<file path="src/sp_params.svh">
// Register indices, field positions, reset values and timing counts of serial port 0.
`ifndef SP_PARAMS_SVH
`define SP_PARAMS_SVH

// ==========================================================================
// Register indices (byte address is four times the index)
`define SP_IDX_SERIAL_CONTROL 8'h98
`define SP_IDX_SERIAL_DATA    8'h99
`define SP_IDX_POWER_CONTROL  8'hA0
`define SP_IDX_BAUD_DIV       8'hA1
`define SP_IDX_ADDR_GIVEN     8'hA2
`define SP_IDX_ADDR_BCAST     8'hA3
`define SP_IDX_INT_STATUS     8'hA4
`define SP_IDX_INT_MASK       8'hA5
`define SP_IDX_LSB            2
`define SP_IDX_MSB            9

// ==========================================================================
// Serial control fields and the power control frame-error select bit
`define SP_SC_MODE_HI         7
`define SP_SC_MODE_LO         6
`define SP_SC_MP              5
`define SP_SC_RX_EN           4
`define SP_SC_TX_NINTH        3
`define SP_SC_RX_NINTH        2
`define SP_SC_TX_DONE         1
`define SP_SC_RX_DONE         0
`define SP_PC_FE_SEL          6

// ==========================================================================
// Interrupt status and mask fields
`define SP_INT_TX             0
`define SP_INT_RX             1
`define SP_INT_FE             2
`define SP_INT_W              3

// ==========================================================================
// Reset values
`define SP_RST_BYTE           8'h00
`define SP_RST_BAUD           16'h0001
`define SP_RST_INT            3'h0

// ==========================================================================
// Timing counts
`define SP_M0_DIV_SLOW        12
`define SP_M0_DIV_FAST        2
`define SP_OVS                16
`define SP_OVS_MID            7
`define SP_M0_BITS            8
`define SP_DATA_BITS          8
`define SP_BITS_8BIT          10
`define SP_BITS_9BIT          11

`endif

</file>
<file path="src/sp_pkg.sv">
// Types shared by the serial port 0 design files.
package sp_pkg;

   // ==========================================================================
   // Operating modes
   typedef enum logic [1:0] {
      SP_MODE_SHIFT  = 2'b00,
      SP_MODE_UART8  = 2'b01,
      SP_MODE_UART9F = 2'b10,
      SP_MODE_UART9V = 2'b11
   } sp_mode_t;

   // ==========================================================================
   // Transmit and receive states
   typedef enum logic [1:0] {
      SP_TX_IDLE  = 2'b00,
      SP_TX_ASYNC = 2'b01,
      SP_TX_SHIFT = 2'b10
   } sp_tx_state_t;

   typedef enum logic [2:0] {
      SP_RX_IDLE  = 3'b000,
      SP_RX_START = 3'b001,
      SP_RX_DATA  = 3'b010,
      SP_RX_STOP  = 3'b011,
      SP_RX_SHIFT = 3'b100
   } sp_rx_state_t;

endpackage

</file>
<file path="src/sp_tick_gen.sv">
// Oversampling tick generator that divides the core clock by a programmable count.
module sp_tick_gen
#(
   parameter int W = 16
)
(
   // Clock and reset
   input  wire logic         clk,
   input  wire logic         resetn,
   // Control
   input  wire logic         en,
   input  wire logic [W-1:0] div,
   // Tick
   output logic              tick
);

   logic [W-1:0] cnt_ff;
   logic [W-1:0] nxt_cnt;
   logic         wrap;

   // ==========================================================================
   // Counter
   always_comb
   begin
      wrap    = (cnt_ff >= div - W'(1)) || (div == '0);
      nxt_cnt = wrap ? '0 : cnt_ff + W'(1);
   end

   always_ff @(posedge clk or negedge resetn)
   begin
      if (!resetn)
      begin
         cnt_ff <= '0;
         tick   <= 1'b0;
      end
      else
      begin
         cnt_ff <= en ? nxt_cnt : '0;
         tick   <= en && wrap;
      end
   end

endmodule

</file>
<file path="src/sp_serial_port0.sv">
// Serial port 0: control register, data buffer, shifters and AHB-Lite register slave.
//
// The implementer's own choice: register access over AHB-Lite.
`include "sp_params.svh"

// Summary of operation
// - With frame-error select set, control bit 7 is a sticky frame error flag.
// - Mode 0 shift clock is core clock over 12, or over 2 with multiproc bit.
// - Mode 1 with multiproc bit needs stop bit one and an address match.
// - Modes 2/3 with multiproc bit need ninth bit one and an address match.
// - Receive enable zero blocks reception; one enables it in modes 1, 2, 3.
// - Mode 0 reception starts only while receive enable is 1 and rx-done is 0.
// - Ninth transmit bit is sent in modes 2 and 3, ignored in modes 0, 1.
// - Received ninth bit, or stop level in mode 1, stored when frame accepted.
// - Tx-done set after 8th bit in mode 0, else after the last data bit.
// - Rx-done set after 8th bit in mode 0, else at stop sample if accepted.
// - Interrupt requested while an enabled status bit (tx done, rx done, frame error) is set; software clears status bits.
// - Data buffer write loads the transmit buffer and starts shifting.
// - Data buffer read returns the receive register, not the transmit buffer.
// - Reset clears the whole control register and the data buffer.
module sp_serial_port0
   import sp_pkg::*;
#(
   parameter int          BAUD_W         = 16,
   parameter logic [15:0] MODE2_TICK_DIV = 16'h0004
)
(
   // Clock and reset
   input  wire logic        CORE_CLK,
   input  wire logic        RESETN,
   // AHB-Lite slave
   input  wire logic        HSEL,
   input  wire logic [31:0] HADDR,
   input  wire logic [1:0]  HTRANS,
   input  wire logic        HWRITE,
   input  wire logic [2:0]  HSIZE,
   input  wire logic [31:0] HWDATA,
   input  wire logic        HREADY,
   output logic      [31:0] HRDATA,
   output logic             HREADYOUT,
   output logic             HRESP,
   // Serial line
   input  wire logic        RXD_IN,
   output logic             RXD_OUT,
   output logic             RXD_OE,
   output logic             TXD_OUT,
   // Interrupt
   output logic             IRQ
);

   logic                      acc;
   logic                      wr_pend_ff;
   logic                      rd_pend_ff;
   logic                      map_ff;
   logic [7:0]                idx_ff;
   logic                      wr_en;
   logic [7:0]                wdata;
   logic [7:0]                rd_val;
   logic                      mode_hi_ff;
   logic                      mode_lo_ff;
   logic                      mp_ff;
   logic                      ren_ff;
   logic                      tb8_ff;
   logic                      rb8_ff;
   logic                      ti_ff;
   logic                      ri_ff;
   logic                      fe_ff;
   logic                      fe_sel_ff;
   logic [BAUD_W-1:0]         baud_div_ff;
   logic [7:0]                addr_given_ff;
   logic [7:0]                addr_bcast_ff;
   logic [`SP_INT_W-1:0]      int_st_ff;
   logic [`SP_INT_W-1:0]      int_mask_ff;
   logic [`SP_INT_W-1:0]      int_ev;
   logic [7:0]                tx_buf_ff;
   logic [7:0]                rx_buf_ff;
   logic                      tx_pend_ff;
   sp_mode_t                  mode;
   logic                      nine;
   logic                      tick;
   logic [BAUD_W-1:0]         tick_div;
   sp_tx_state_t              tx_st_ff;
   logic [10:0]               tx_sh_ff;
   logic [3:0]                tx_tc_ff;
   logic [3:0]                tx_bc_ff;
   logic [3:0]                tx_last;
   logic                      tx_go;
   logic                      tx_done_set;
   sp_rx_state_t              rx_st_ff;
   logic [8:0]                rx_sh_ff;
   logic [3:0]                rx_tc_ff;
   logic [3:0]                rx_bc_ff;
   logic                      rxd_prev_ff;
   logic                      rx_smp;
   logic                      nxt_accept;
   logic                      nxt_fe_set;
   logic [7:0]                nxt_rx_data;
   logic                      nxt_rx_nb;
   logic                      m0_active;
   logic                      sclk_ff;
   logic [3:0]                hc_ff;
   logic [3:0]                half_last;
   logic                      m0_edge;
   logic                      m0_rise;
   logic                      m0_fall;

   // ==========================================================================
   // AHB-Lite slave: writes complete with no wait, reads with one wait state
   assign acc   = HSEL && HTRANS[1] && HREADY;
   assign wr_en = wr_pend_ff && map_ff;
   assign wdata = HWDATA[7:0];

   always_ff @(posedge CORE_CLK or negedge RESETN)
   begin
      if (!RESETN)
      begin
         wr_pend_ff <= 1'b0;
         rd_pend_ff <= 1'b0;
         map_ff     <= 1'b0;
         idx_ff     <= 8'h00;
         HRDATA     <= 32'h00000000;
         HREADYOUT  <= 1'b1;
         HRESP      <= 1'b0;
      end
      else
      begin
         wr_pend_ff <= acc && HWRITE;
         rd_pend_ff <= acc && !HWRITE;
         HRESP      <= 1'b0;
         if (acc)
         begin
            idx_ff <= HADDR[`SP_IDX_MSB:`SP_IDX_LSB];
            map_ff <= (HADDR[31:`SP_IDX_MSB+1] == '0) && (HADDR[`SP_IDX_LSB-1:0] == '0);
         end
         if (acc && !HWRITE)
         begin
            HREADYOUT <= 1'b0;
         end
         else if (rd_pend_ff)
         begin
            HRDATA    <= map_ff ? {24'h000000, rd_val} : 32'h00000000;
            HREADYOUT <= 1'b1;
         end
      end
   end

   always_comb
   begin
      case (idx_ff)
         `SP_IDX_SERIAL_CONTROL: rd_val = {fe_sel_ff ? fe_ff : mode_hi_ff, mode_lo_ff, mp_ff, ren_ff,
                                           tb8_ff, rb8_ff, ti_ff, ri_ff};
         `SP_IDX_SERIAL_DATA:    rd_val = rx_buf_ff;
         `SP_IDX_POWER_CONTROL:  rd_val = {1'b0, fe_sel_ff, 6'h00};
         `SP_IDX_BAUD_DIV:       rd_val = baud_div_ff[7:0];
         `SP_IDX_ADDR_GIVEN:     rd_val = addr_given_ff;
         `SP_IDX_ADDR_BCAST:     rd_val = addr_bcast_ff;
         `SP_IDX_INT_STATUS:     rd_val = {5'h00, int_st_ff};
         `SP_IDX_INT_MASK:       rd_val = {5'h00, int_mask_ff};
         default:                rd_val = 8'h00;
      endcase
   end

   // ==========================================================================
   // Serial control register; hardware sets win over software clears
   always_ff @(posedge CORE_CLK or negedge RESETN)
   begin
      if (!RESETN)
      begin
         mode_hi_ff <= 1'b0;
         mode_lo_ff <= 1'b0;
         mp_ff      <= 1'b0;
         ren_ff     <= 1'b0;
         tb8_ff     <= 1'b0;
         rb8_ff     <= 1'b0;
         ti_ff      <= 1'b0;
         ri_ff      <= 1'b0;
         fe_ff      <= 1'b0;
      end
      else
      begin
         if (wr_en && idx_ff == `SP_IDX_SERIAL_CONTROL)
         begin
            if (!fe_sel_ff)
            begin
               mode_hi_ff <= wdata[`SP_SC_MODE_HI];
            end
            mode_lo_ff <= wdata[`SP_SC_MODE_LO];
            mp_ff      <= wdata[`SP_SC_MP];
            ren_ff     <= wdata[`SP_SC_RX_EN];
            tb8_ff     <= wdata[`SP_SC_TX_NINTH];
         end
         if (nxt_fe_set)
            fe_ff <= 1'b1;
         else if (wr_en && idx_ff == `SP_IDX_SERIAL_CONTROL && fe_sel_ff)
            fe_ff <= wdata[`SP_SC_MODE_HI];
         if (nxt_accept && mode != SP_MODE_SHIFT)
            rb8_ff <= nxt_rx_nb;
         else if (wr_en && idx_ff == `SP_IDX_SERIAL_CONTROL)
            rb8_ff <= wdata[`SP_SC_RX_NINTH];
         if (tx_done_set)
            ti_ff <= 1'b1;
         else if (wr_en && idx_ff == `SP_IDX_SERIAL_CONTROL)
            ti_ff <= wdata[`SP_SC_TX_DONE];
         if (nxt_accept)
            ri_ff <= 1'b1;
         else if (wr_en && idx_ff == `SP_IDX_SERIAL_CONTROL)
            ri_ff <= wdata[`SP_SC_RX_DONE];
      end
   end

   // ==========================================================================
   // Auxiliary configuration registers
   always_ff @(posedge CORE_CLK or negedge RESETN)
   begin
      if (!RESETN)
      begin
         fe_sel_ff     <= 1'b0;
         baud_div_ff   <= BAUD_W'(`SP_RST_BAUD);
         addr_given_ff <= `SP_RST_BYTE;
         addr_bcast_ff <= `SP_RST_BYTE;
         int_mask_ff   <= `SP_RST_INT;
      end
      else if (wr_en)
      begin
         case (idx_ff)
            `SP_IDX_POWER_CONTROL: fe_sel_ff     <= wdata[`SP_PC_FE_SEL];
            `SP_IDX_BAUD_DIV:      baud_div_ff   <= BAUD_W'(HWDATA[15:0]);
            `SP_IDX_ADDR_GIVEN:    addr_given_ff <= wdata;
            `SP_IDX_ADDR_BCAST:    addr_bcast_ff <= wdata;
            `SP_IDX_INT_MASK:      int_mask_ff   <= wdata[`SP_INT_W-1:0];
            default:               fe_sel_ff     <= fe_sel_ff;
         endcase
      end
   end

   // ==========================================================================
   // Interrupt status, mask and request
   assign int_ev = {nxt_fe_set, nxt_accept, tx_done_set};

   always_ff @(posedge CORE_CLK or negedge RESETN)
   begin
      if (!RESETN)
      begin
         int_st_ff <= `SP_RST_INT;
         IRQ       <= 1'b0;
      end
      else
      begin
         if (wr_en && idx_ff == `SP_IDX_INT_STATUS)
            int_st_ff <= (int_st_ff & ~wdata[`SP_INT_W-1:0]) | int_ev;
         else
            int_st_ff <= int_st_ff | int_ev;
         IRQ <= |(int_st_ff & int_mask_ff);
      end
   end

   // ==========================================================================
   // Mode decode and bit-rate ticks
   assign mode     = sp_mode_t'({mode_hi_ff, mode_lo_ff});
   assign nine     = mode_hi_ff;
   assign tick_div = (mode == SP_MODE_UART9F) ? BAUD_W'(MODE2_TICK_DIV) : baud_div_ff;

   sp_tick_gen #(.W(BAUD_W)) u_tick
   (
      .clk    (CORE_CLK),
      .resetn (RESETN),
      .en     (mode != SP_MODE_SHIFT),
      .div    (tick_div),
      .tick   (tick)
   );

   // ==========================================================================
   // Mode 0 shift clock: idles high, half period from the multiprocessor bit
   assign m0_active = (tx_st_ff == SP_TX_SHIFT) || (rx_st_ff == SP_RX_SHIFT);
   assign half_last = mp_ff ? 4'(`SP_M0_DIV_FAST / 2 - 1) : 4'(`SP_M0_DIV_SLOW / 2 - 1);
   assign m0_edge   = m0_active && (hc_ff == half_last);
   assign m0_rise   = m0_edge && !sclk_ff;
   assign m0_fall   = m0_edge && sclk_ff;

   always_ff @(posedge CORE_CLK or negedge RESETN)
   begin
      if (!RESETN)
      begin
         hc_ff   <= 4'h0;
         sclk_ff <= 1'b1;
      end
      else if (!m0_active)
      begin
         hc_ff   <= 4'h0;
         sclk_ff <= 1'b1;
      end
      else if (m0_edge)
      begin
         hc_ff   <= 4'h0;
         sclk_ff <= !sclk_ff;
      end
      else
      begin
         hc_ff <= hc_ff + 4'h1;
      end
   end

   // ==========================================================================
   // Transmit buffer and start request
   assign tx_go   = (tx_st_ff == SP_TX_IDLE) && tx_pend_ff && (rx_st_ff != SP_RX_SHIFT);
   assign tx_last = nine ? 4'(`SP_BITS_9BIT - 1) : 4'(`SP_BITS_8BIT - 1);

   always_ff @(posedge CORE_CLK or negedge RESETN)
   begin
      if (!RESETN)
      begin
         tx_buf_ff  <= `SP_RST_BYTE;
         tx_pend_ff <= 1'b0;
      end
      else if (wr_en && idx_ff == `SP_IDX_SERIAL_DATA)
      begin
         tx_buf_ff  <= wdata;
         tx_pend_ff <= 1'b1;
      end
      else if (tx_go)
      begin
         tx_pend_ff <= 1'b0;
      end
   end

   // ==========================================================================
   // Transmit shifter
   assign tx_done_set = ((tx_st_ff == SP_TX_ASYNC) && tick && tx_tc_ff == 4'(`SP_OVS - 1)
                         && tx_bc_ff == tx_last - 4'h1)
                      || ((tx_st_ff == SP_TX_SHIFT) && m0_rise && tx_bc_ff == 4'(`SP_M0_BITS - 1));

   always_ff @(posedge CORE_CLK or negedge RESETN)
   begin
      if (!RESETN)
      begin
         tx_st_ff <= SP_TX_IDLE;
         tx_sh_ff <= 11'h7FF;
         tx_tc_ff <= 4'h0;
         tx_bc_ff <= 4'h0;
      end
      else
      begin
         case (tx_st_ff)
            SP_TX_IDLE:
            begin
               tx_tc_ff <= 4'h0;
               tx_bc_ff <= 4'h0;
               if (tx_go && mode == SP_MODE_SHIFT)
               begin
                  tx_st_ff <= SP_TX_SHIFT;
                  tx_sh_ff <= {3'h7, tx_buf_ff};
               end
               else if (tx_go)
               begin
                  tx_st_ff <= SP_TX_ASYNC;
                  tx_sh_ff <= {1'b1, nine ? tb8_ff : 1'b1, tx_buf_ff, 1'b0};
               end
            end
            SP_TX_ASYNC:
            begin
               if (tick)
               begin
                  tx_tc_ff <= tx_tc_ff + 4'h1;
                  if (tx_tc_ff == 4'(`SP_OVS - 1))
                  begin
                     tx_sh_ff <= {1'b1, tx_sh_ff[10:1]};
                     tx_bc_ff <= tx_bc_ff + 4'h1;
                     if (tx_bc_ff == tx_last)
                        tx_st_ff <= SP_TX_IDLE;
                  end
               end
            end
            SP_TX_SHIFT:
            begin
               if (m0_fall && tx_bc_ff != 4'h0)
                  tx_sh_ff <= {1'b1, tx_sh_ff[10:1]};
               if (m0_rise)
               begin
                  tx_bc_ff <= tx_bc_ff + 4'h1;
                  if (tx_bc_ff == 4'(`SP_M0_BITS - 1))
                     tx_st_ff <= SP_TX_IDLE;
               end
            end
            default:
            begin
               tx_st_ff <= SP_TX_IDLE;
            end
         endcase
      end
   end

   // ==========================================================================
   // Receive outcome and address filter
   assign rx_smp = tick && rx_tc_ff == 4'(`SP_OVS - 1);

   always_comb
   begin
      nxt_accept  = 1'b0;
      nxt_fe_set  = 1'b0;
      nxt_rx_data = nine ? rx_sh_ff[7:0] : rx_sh_ff[8:1];
      nxt_rx_nb   = nine ? rx_sh_ff[8] : RXD_IN;
      if (rx_st_ff == SP_RX_STOP && rx_smp)
      begin
         nxt_accept = !mp_ff || (nxt_rx_nb && (nxt_rx_data == addr_given_ff
                                            || nxt_rx_data == addr_bcast_ff));
         nxt_fe_set = fe_sel_ff && !RXD_IN;
      end
      else if (rx_st_ff == SP_RX_SHIFT && m0_rise && rx_bc_ff == 4'(`SP_M0_BITS - 1))
      begin
         nxt_accept  = 1'b1;
         nxt_rx_data = {RXD_IN, rx_sh_ff[8:2]};
      end
   end

   always_ff @(posedge CORE_CLK or negedge RESETN)
   begin
      if (!RESETN)
         rx_buf_ff <= `SP_RST_BYTE;
      else if (nxt_accept)
         rx_buf_ff <= nxt_rx_data;
   end

   // ==========================================================================
   // Receive shifter
   always_ff @(posedge CORE_CLK or negedge RESETN)
   begin
      if (!RESETN)
      begin
         rx_st_ff    <= SP_RX_IDLE;
         rx_sh_ff    <= 9'h000;
         rx_tc_ff    <= 4'h0;
         rx_bc_ff    <= 4'h0;
         rxd_prev_ff <= 1'b1;
      end
      else
      begin
         rxd_prev_ff <= RXD_IN;
         if (!ren_ff)
         begin
            rx_st_ff <= SP_RX_IDLE;
         end
         else
         begin
            case (rx_st_ff)
               SP_RX_IDLE:
               begin
                  rx_tc_ff <= 4'h0;
                  rx_bc_ff <= 4'h0;
                  if (mode == SP_MODE_SHIFT && !ri_ff && tx_st_ff == SP_TX_IDLE && !tx_pend_ff)
                     rx_st_ff <= SP_RX_SHIFT;
                  else if (mode != SP_MODE_SHIFT && rxd_prev_ff && !RXD_IN)
                     rx_st_ff <= SP_RX_START;
               end
               SP_RX_START:
               begin
                  if (tick)
                  begin
                     rx_tc_ff <= rx_tc_ff + 4'h1;
                     if (rx_tc_ff == 4'(`SP_OVS_MID))
                     begin
                        rx_tc_ff <= 4'h0;
                        rx_st_ff <= RXD_IN ? SP_RX_IDLE : SP_RX_DATA;
                     end
                  end
               end
               SP_RX_DATA:
               begin
                  if (tick)
                     rx_tc_ff <= rx_tc_ff + 4'h1;
                  if (rx_smp)
                  begin
                     rx_sh_ff <= {RXD_IN, rx_sh_ff[8:1]};
                     rx_bc_ff <= rx_bc_ff + 4'h1;
                     if (rx_bc_ff == (nine ? 4'(`SP_DATA_BITS) : 4'(`SP_DATA_BITS - 1)))
                        rx_st_ff <= SP_RX_STOP;
                  end
               end
               SP_RX_STOP:
               begin
                  if (tick)
                     rx_tc_ff <= rx_tc_ff + 4'h1;
                  if (rx_smp)
                     rx_st_ff <= SP_RX_IDLE;
               end
               SP_RX_SHIFT:
               begin
                  if (m0_rise)
                  begin
                     rx_sh_ff <= {RXD_IN, rx_sh_ff[8:1]};
                     rx_bc_ff <= rx_bc_ff + 4'h1;
                     if (rx_bc_ff == 4'(`SP_M0_BITS - 1))
                        rx_st_ff <= SP_RX_IDLE;
                  end
               end
               default:
               begin
                  rx_st_ff <= SP_RX_IDLE;
               end
            endcase
         end
      end
   end

   // ==========================================================================
   // Line pins: mode 0 drives data on the receive pin and the clock on the transmit pin
   always_ff @(posedge CORE_CLK or negedge RESETN)
   begin
      if (!RESETN)
      begin
         TXD_OUT <= 1'b1;
         RXD_OUT <= 1'b1;
         RXD_OE  <= 1'b0;
      end
      else
      begin
         TXD_OUT <= m0_active ? sclk_ff : (tx_st_ff == SP_TX_ASYNC ? tx_sh_ff[0] : 1'b1);
         RXD_OUT <= tx_sh_ff[0];
         RXD_OE  <= (tx_st_ff == SP_TX_SHIFT);
      end
   end

endmodule

</file>
<file path="config.mk">
export PLATFORM = sky130hd
export DESIGN_NAME = sp_serial_port0
export DESIGN_NICKNAME = d
export VERILOG_FILES = /design/src/sp_pkg.sv /design/src/sp_tick_gen.sv /design/src/sp_serial_port0.sv
export VERILOG_INCLUDE_DIRS = /design/src
export SDC_FILE = /design/constraint.sdc
export NUM_CORES = 1
export LEC_CHECK = 0
export ABC_AREA = 0
export BUFFER_PORTS_ARGS = -buffer_cell sky130_fd_sc_hd__buf_2
export CAP_MARGIN = 40
export CORE_UTILIZATION = 45
export CTS_BUF_LIST = sky130_fd_sc_hd__clkbuf_2
export DETAILED_ROUTE_END_ITERATION = 8
export GPL_ROUTABILITY_DRIVEN = 0
export SYNTH_ARGS = -nofsm -noshare
export SYNTH_HDL_FRONTEND = slang
export SYNTH_SLANG_ARGS = --single-unit
</file>
<file path="constraint.sdc">
create_clock -name CORE_CLK -period 9.62 [get_ports CORE_CLK]
set_input_delay 0.481 -clock CORE_CLK [delete_from_list [all_inputs] [get_ports CORE_CLK]]
set_output_delay 0.481 -clock CORE_CLK [all_outputs]
set_load 0.05 [all_outputs]
</file>
# == Word-level counts from Yosys, hierarchy flattened ==
# Index checks and enable logic that the tools add are counted.
# totals
ramBits,0
regBits,177
wordCells,264
out_inout_bits,38
latch_bits,0
mem_bits_ro,0
mem_count,0
# op_classes
n_shift,0
div,0
eq_ne,47
n_reduce_logical,82
order_cmp,1
bitwise_logic,7
muxes,78
n_mul,0
n_addsub,8
# op_table
op,n
8-bit equality test (second input constant),8
8-bit one-hot mux with 8 select lines,1
11-bit 2-to-1 mux,5
16-bit 2-to-1 mux,3
4-bit 2-to-1 mux,12
3-bit 2-to-1 mux,12
4-bit one-hot mux with 3 select lines,3
1-bit logical AND,35
11-bit one-hot mux with 3 select lines,1
8-bit 2-to-1 mux,4
22-bit zero test,1
1-bit 2-to-1 mux,22
4-bit by 1-bit adder with 4-bit output (second input constant),5
2-bit 2-to-1 mux,9
9-bit 2-to-1 mux,2
3-bit != test (second input constant),6
9-bit one-hot mux with 2 select lines,1
2-bit nonzero test,9
16-bit by 1-bit adder with 16-bit output (second input constant),1
8-bit equality test,2
16-bit greater-or-equal comparator,1
16-bit zero test,1
2-bit by 1-bit != test with 1-bit output (second input constant),8
2-bit AND reduction,8
33 further kinds,63

# == Longest topological paths before layout ==
# depth
word_depth,10
mapped_depth,18

# == Hierarchy ==
# Synthesis repeated with hierarchy kept, for this count alone.
# hier_totals
cells_unflattened,873
hier_area_um2,8914.8
# modules_own_cells
module,area_each_um2,n_inst,cells_each
sp_serial_port0,7508.5,1,723
sp_tick_gen,1406.3,1,150

# == Worst setup path after synthesis ==
# OpenSTA, ideal clock, no wires.
# synth_path
kind,reg2reg
startpoint,register mode_hi_ff
endpoint,register u_tick.cnt_ff[10]
setup_ns,0.086
t_required_ns,9.534
setup_slack_ns,6.178
arrival_ns,3.356
path_stages_with_launch,19
synth_period_minus_slack_ns,3.442
path_cell_list,dfrtp_1 > buf_2 > buf_2 > nand2b_1 > clkbuf_1 > nand2_1 > ha_1 > nand3_1 > nor4_1 > xor2_1 > nand2_1 > ha_1 > a21o_1 > a21o_1 > a21oi_1 > a21boi_0 > o221ai_1 > clkbuf_1 > nor3_1
# synth_between
elab_chain_cells,7
word_cells_on_any_way,9
classes_between,add/sub: 1; order compare: 1; eq/ne: 1; mux: 3; reduce/logical: 3
# synth_rtl
item,line_no,text
"start, declared",sp_serial_port0.sv:59,logic mode_hi_ff;
"start signal, assigned",sp_serial_port0.sv:185,mode_hi_ff <= wdata[`SP_SC_MODE_HI];
2-bit equality test,sp_serial_port0.sv:261,assign tick_div = (mode == SP_MODE_UART9F) ? BAUD_W'(MODE2_TICK_DIV) : baud_div_ff;
16-bit 2-to-1 mux,sp_serial_port0.sv:261,
16-bit by 1-bit subtractor with 16-bit output,sp_tick_gen.sv:25,wrap = (cnt_ff >= div - W'(1)) || (div == '0);
16-bit greater-or-equal comparator,sp_tick_gen.sv:25,
1-bit logical OR,sp_tick_gen.sv:25,
16-bit 2-to-1 mux,sp_tick_gen.sv:26,nxt_cnt = wrap ? '0 : cnt_ff + W'(1);
16-bit 2-to-1 mux *,sp_tick_gen.sv:38,cnt_ff <= en ? nxt_cnt : '0;
"end signal, assigned",sp_tick_gen.sv:38,
"end, declared",sp_tick_gen.sv:17,logic [W-1:0] cnt_ff;
# Every way passes the cells marked *; elsewhere a longest branch is shown, timed or not.
# A chain may end at the register's enable or synchronous reset.

# == Final worst setup path ==
# layout_path
startpoint,register mode_lo_ff
endpoint,register u_tick.cnt_ff[5]
# layout_between
elab_chain_cells,7
word_cells_on_any_way,9
classes_between,add/sub: 1; order compare: 1; eq/ne: 1; mux: 3; reduce/logical: 3
# layout_rtl
item,line_no,text
"start, declared",sp_serial_port0.sv:60,logic mode_lo_ff;
"start signal, assigned",sp_serial_port0.sv:187,mode_lo_ff <= wdata[`SP_SC_MODE_LO];
2-bit equality test,sp_serial_port0.sv:261,
16-bit 2-to-1 mux,sp_serial_port0.sv:261,
16-bit by 1-bit subtractor with 16-bit output,sp_tick_gen.sv:25,
16-bit greater-or-equal comparator,sp_tick_gen.sv:25,
1-bit logical OR,sp_tick_gen.sv:25,
16-bit 2-to-1 mux,sp_tick_gen.sv:26,
16-bit 2-to-1 mux *,sp_tick_gen.sv:38,
# Marked as above.

==> impl_metrics.yaml <==
status:
  status: "complete, no violations"
cts:
  root_buffer: "clkbuf_2"
  cts_resized: 0
  cts-hold-fix-buffers: 23
  clock_sinks: 152
  cts_buffer_depth: 2
  post_cts_buffers: 0
  cts_made_buffers: 17
  cts_tree: "yes"
  clkTransAtPathRegs_ns: 0.26
  htreeDepth: 4
  clk_latency_ns: 0.75
floorplan:
  rows: 50
  core-area_um2: 18900
  io_pins: 113
  fp.dieH_um: 142
  die_w_um: 142
  start_util: 0.464
  die-area_um2: 20100
synthesis:
  synth_area_um2: 8770
  synth-edff-count: 0
  synth-main-ff-cell: "dfrtp_1"
  ys_seq_area_frac: 0.436
  synth_seq_cells: 152
  synth_async_sr_flop_share: 1.00
  synth_cells: 866
  syn_avg_cell_area_um2: 10.1
  yosysWarnings: 0
  yosysUniqueCellTypes: 59
drt:
  drc: 0
  vias: 6635
  ant_nets: 0
  wire_per_inst_um: 17.2
  drtPass1Iterations: 4
  via_per_inst: 5.47
  initialDrtViolationCount: 293
  wl_um: 20800
timing:
  fin_setup_tns_ns: 0
  fin_crit_ns: 3.52
  slew_headroom: 0.379
  setup_viol: 0
  max_freq_ghz: 0.284
  skew_ns: 0.0375
  post-route-period-util: 0.366
  worst_pin_slew_ns: 0.923
  worst_hold_slack_ns: 0.0637
  final-hold-violation-count: 0
  drv_slew: 0
  rsz0062_at_grt: "no"
setup_path:
  path_max_fanout: 20
  critPathRequiredTime_ns: 10.29
  crit_type: "reg -> reg"
  regToRegSetupSlack_ns: 6.10
  path_cells: "nand2b_1 > nand2_1 > ha_1 > nand3_1 > nor4_1 > xor2_1 > nand2_1 > ha_1 > a21o_1 > a21o_1 > a21oi_1 > a21boi_0 > o221ai_1 > buf_4 > nor3_1"
  r2r_cells: 15
  worstPathArrival_ns: 4.19
  worst_setup_path_end_kind: "register"
  critPathMaxStageDelay_ns: 0.45
  slowest_stage: "dfrtp_1"
  r2r_end: "u_tick.cnt_ff[5]$_DFF_PN0_"
  r2r-start: "mode_lo_ff$_DFFE_PN0P_"
  cp-start-kind: "register"
global_route:
  track_usage: 0.221
  first_global_vias: 6434
  grt_pass1_wl_um: 34100
  antenna_found_initial: 1
  grt-ovfl-total: 0
  grt_max_degree: 84
worst_hold_path:
  hold_path_end: "addr_given_ff[7]$_DFFE_PN0P_"
  hold_depth: 2
  hold_class: "in -> reg"
  hold_start: "HWDATA[7]"
place:
  placed_area_um2: 9280
  dp_hpwl_um: 14600
  place.port_buffers: 67
cells_and_area:
  fillers: 1735
  drive_gt1_frac: 0.221
  register_area_um2: 3820
  area.growth.synth_to_final_pct: 11.0
  fin_util: 0.516
  multiInputGateArea_um2: 4610
  finish.instance_area_um2: 9740
  final_nets: 1042
pwr:
  leakage_nw: 4.65
  power_density_nw_per_um2: 116
  ir_drop_v: 0.0000756
flow_run:
  cap_violations: 0
[per-stage QoR]
step           std cells  worst slack [ns]  power, mW
6_report            1214              6.10       1.13
5_1_grt             1214              5.61       1.17
4_1_cts             1212              6.07       1.14
3_5_place_dp        1157              6.11      0.776
3_3_place_gp        1154              6.16      0.773
2_1_floorplan        890              6.18      0.742
[sequential cells by signal (all words and copies together) (netlist names), 8 cells and up]
register	count
rx_sh_ff	9
addr_given_ff	8
idx_ff	8
tx_sh_ff	10
HRDATA	8
u_tick.cnt_ff	16
addr_bcast_ff	8
rx_buf_ff	8
tx_buf_ff	8
baud_div_ff	16
[placed cells by master (no fill, tap or decap), types with 10 or more instances in the layout]
cell type | Yosys | layout
nor3_1 | 36 | 35
nor4_1 | 16 | 15
dfrtp_1 | 136 | 136
xnor2_1 | 31 | 31
buf_2 | 5 | 66
mux2i_1 | 50 | 50
o2bb2ai_1 | 10 | 10
a21oi_1 | 22 | 22
o21ai_0 | 34 | 34
o311ai_0 | 10 | 10
nand4_1 | 23 | 23
clkbuf_2 | 0 | 17
conb_1 | 1 | 25
xor2_1 | 27 | 27
dlygate4sd3_1 | 0 | 23
mux2_2 | 74 | 74
inv_1 | 21 | 21
dfstp_2 | 16 | 16
nor2_1 | 37 | 37
nand2_1 | 87 | 87
nand3_1 | 26 | 26
ha_1 | 28 | 28
[where the power goes]
group	switching [mW]	leakage [nW]	total, mW	internal [mW]
sequential	0.0201	1.93	0.672	0.652
combinational	0.0626	2.59	0.0993	0.0367
clock	0.258	0.132	0.357	0.0993
total	0.341	4.65	1.13	0.788
[synth_stat cells, types with 16 or more instances]
cell        n  share of area
a21oi_1    22          0.013
buf_4      25          0.021
clkbuf_1   33          0.014
dfrtp_1   136           0.39
dfstp_2    16          0.048
ha_1       28          0.040
inv_1      21         0.0090
mux2_2     74          0.095
mux2i_1    50          0.057
nand2_1    87          0.037
nand3_1    26          0.015
nand4_1    23          0.016
nor2_1     37          0.016
nor3_1     36          0.021
nor4_1     16          0.011
o21ai_0    34          0.019
xnor2_1    31          0.031
xor2_1     27          0.027
[area by class of cell]
type                    instances  area share
flip-flops and latches        152       0.393
repair buffers                100      0.0687
multi-input cells             647       0.473
inverters                      21     0.00809
well taps                     260      0.0334
clock inverters                15      0.0146
clock buffers                  17     0.00873
diodes                          2    0.000514
[worst max path at each step]
stage                      startpoint                          end  slack (ns)
5_1_grt        mode_lo_ff$_DFFE_PN0P_   u_tick.cnt_ff[5]$_DFF_PN0_        5.61
4_1_cts        mode_lo_ff$_DFFE_PN0P_   u_tick.cnt_ff[5]$_DFF_PN0_        6.07
3_5_place_dp   mode_lo_ff$_DFFE_PN0P_   u_tick.cnt_ff[9]$_DFF_PN0_        6.11
6_report       mode_lo_ff$_DFFE_PN0P_   u_tick.cnt_ff[5]$_DFF_PN0_        6.10
2_1_floorplan  mode_hi_ff$_DFFE_PN0P_  u_tick.cnt_ff[10]$_DFF_PN0_        6.18
3_3_place_gp   mode_lo_ff$_DFFE_PN0P_  u_tick.cnt_ff[10]$_DFF_PN0_        6.16
[critical path: cells and delay by family, from the launching register on]
| kind | cells | cell delay, ns |
|---|---|---|
| buffers and inverters | 1 | 0.22 |
| XOR/XNOR | 1 | 0.18 |
| AND/OR/NAND/NOR | 6 | 1.39 |
| AO/OA/AOI/OAI | 5 | 0.78 |
| adder cells (fa/ha/maj) | 2 | 0.46 |
| flip-flops | 1 | 0.45 |
[logic make-up (layout without fill, tap and decap cells)]
group | Yosys count | in the layout | synth area share
XOR/XNOR | 58 | 58 | 0.0579
flip-flops | 152 | 152 | 0.436
other | 1 | 27 | 0.000427
multiplexers | 124 | 124 | 0.152
buffers and inverters | 91 | 153 | 0.0503
AND/OR/NAND/NOR | 281 | 281 | 0.162
AO/OA/AOI/OAI | 131 | 131 | 0.102
adder cells (fa/ha/maj) | 28 | 28 | 0.0399
[routing by layer]
layer	vias to the layer above	track usage	share of wire
li1	3238	-	-
met1	3182	0.306	0.47
met2	189	0.349	0.46
met3	26	0.0368	0.047
met4	0	0.0787	0.019
met5	-	0	0
Note: power is estimated with default switching activity, not from simulation.
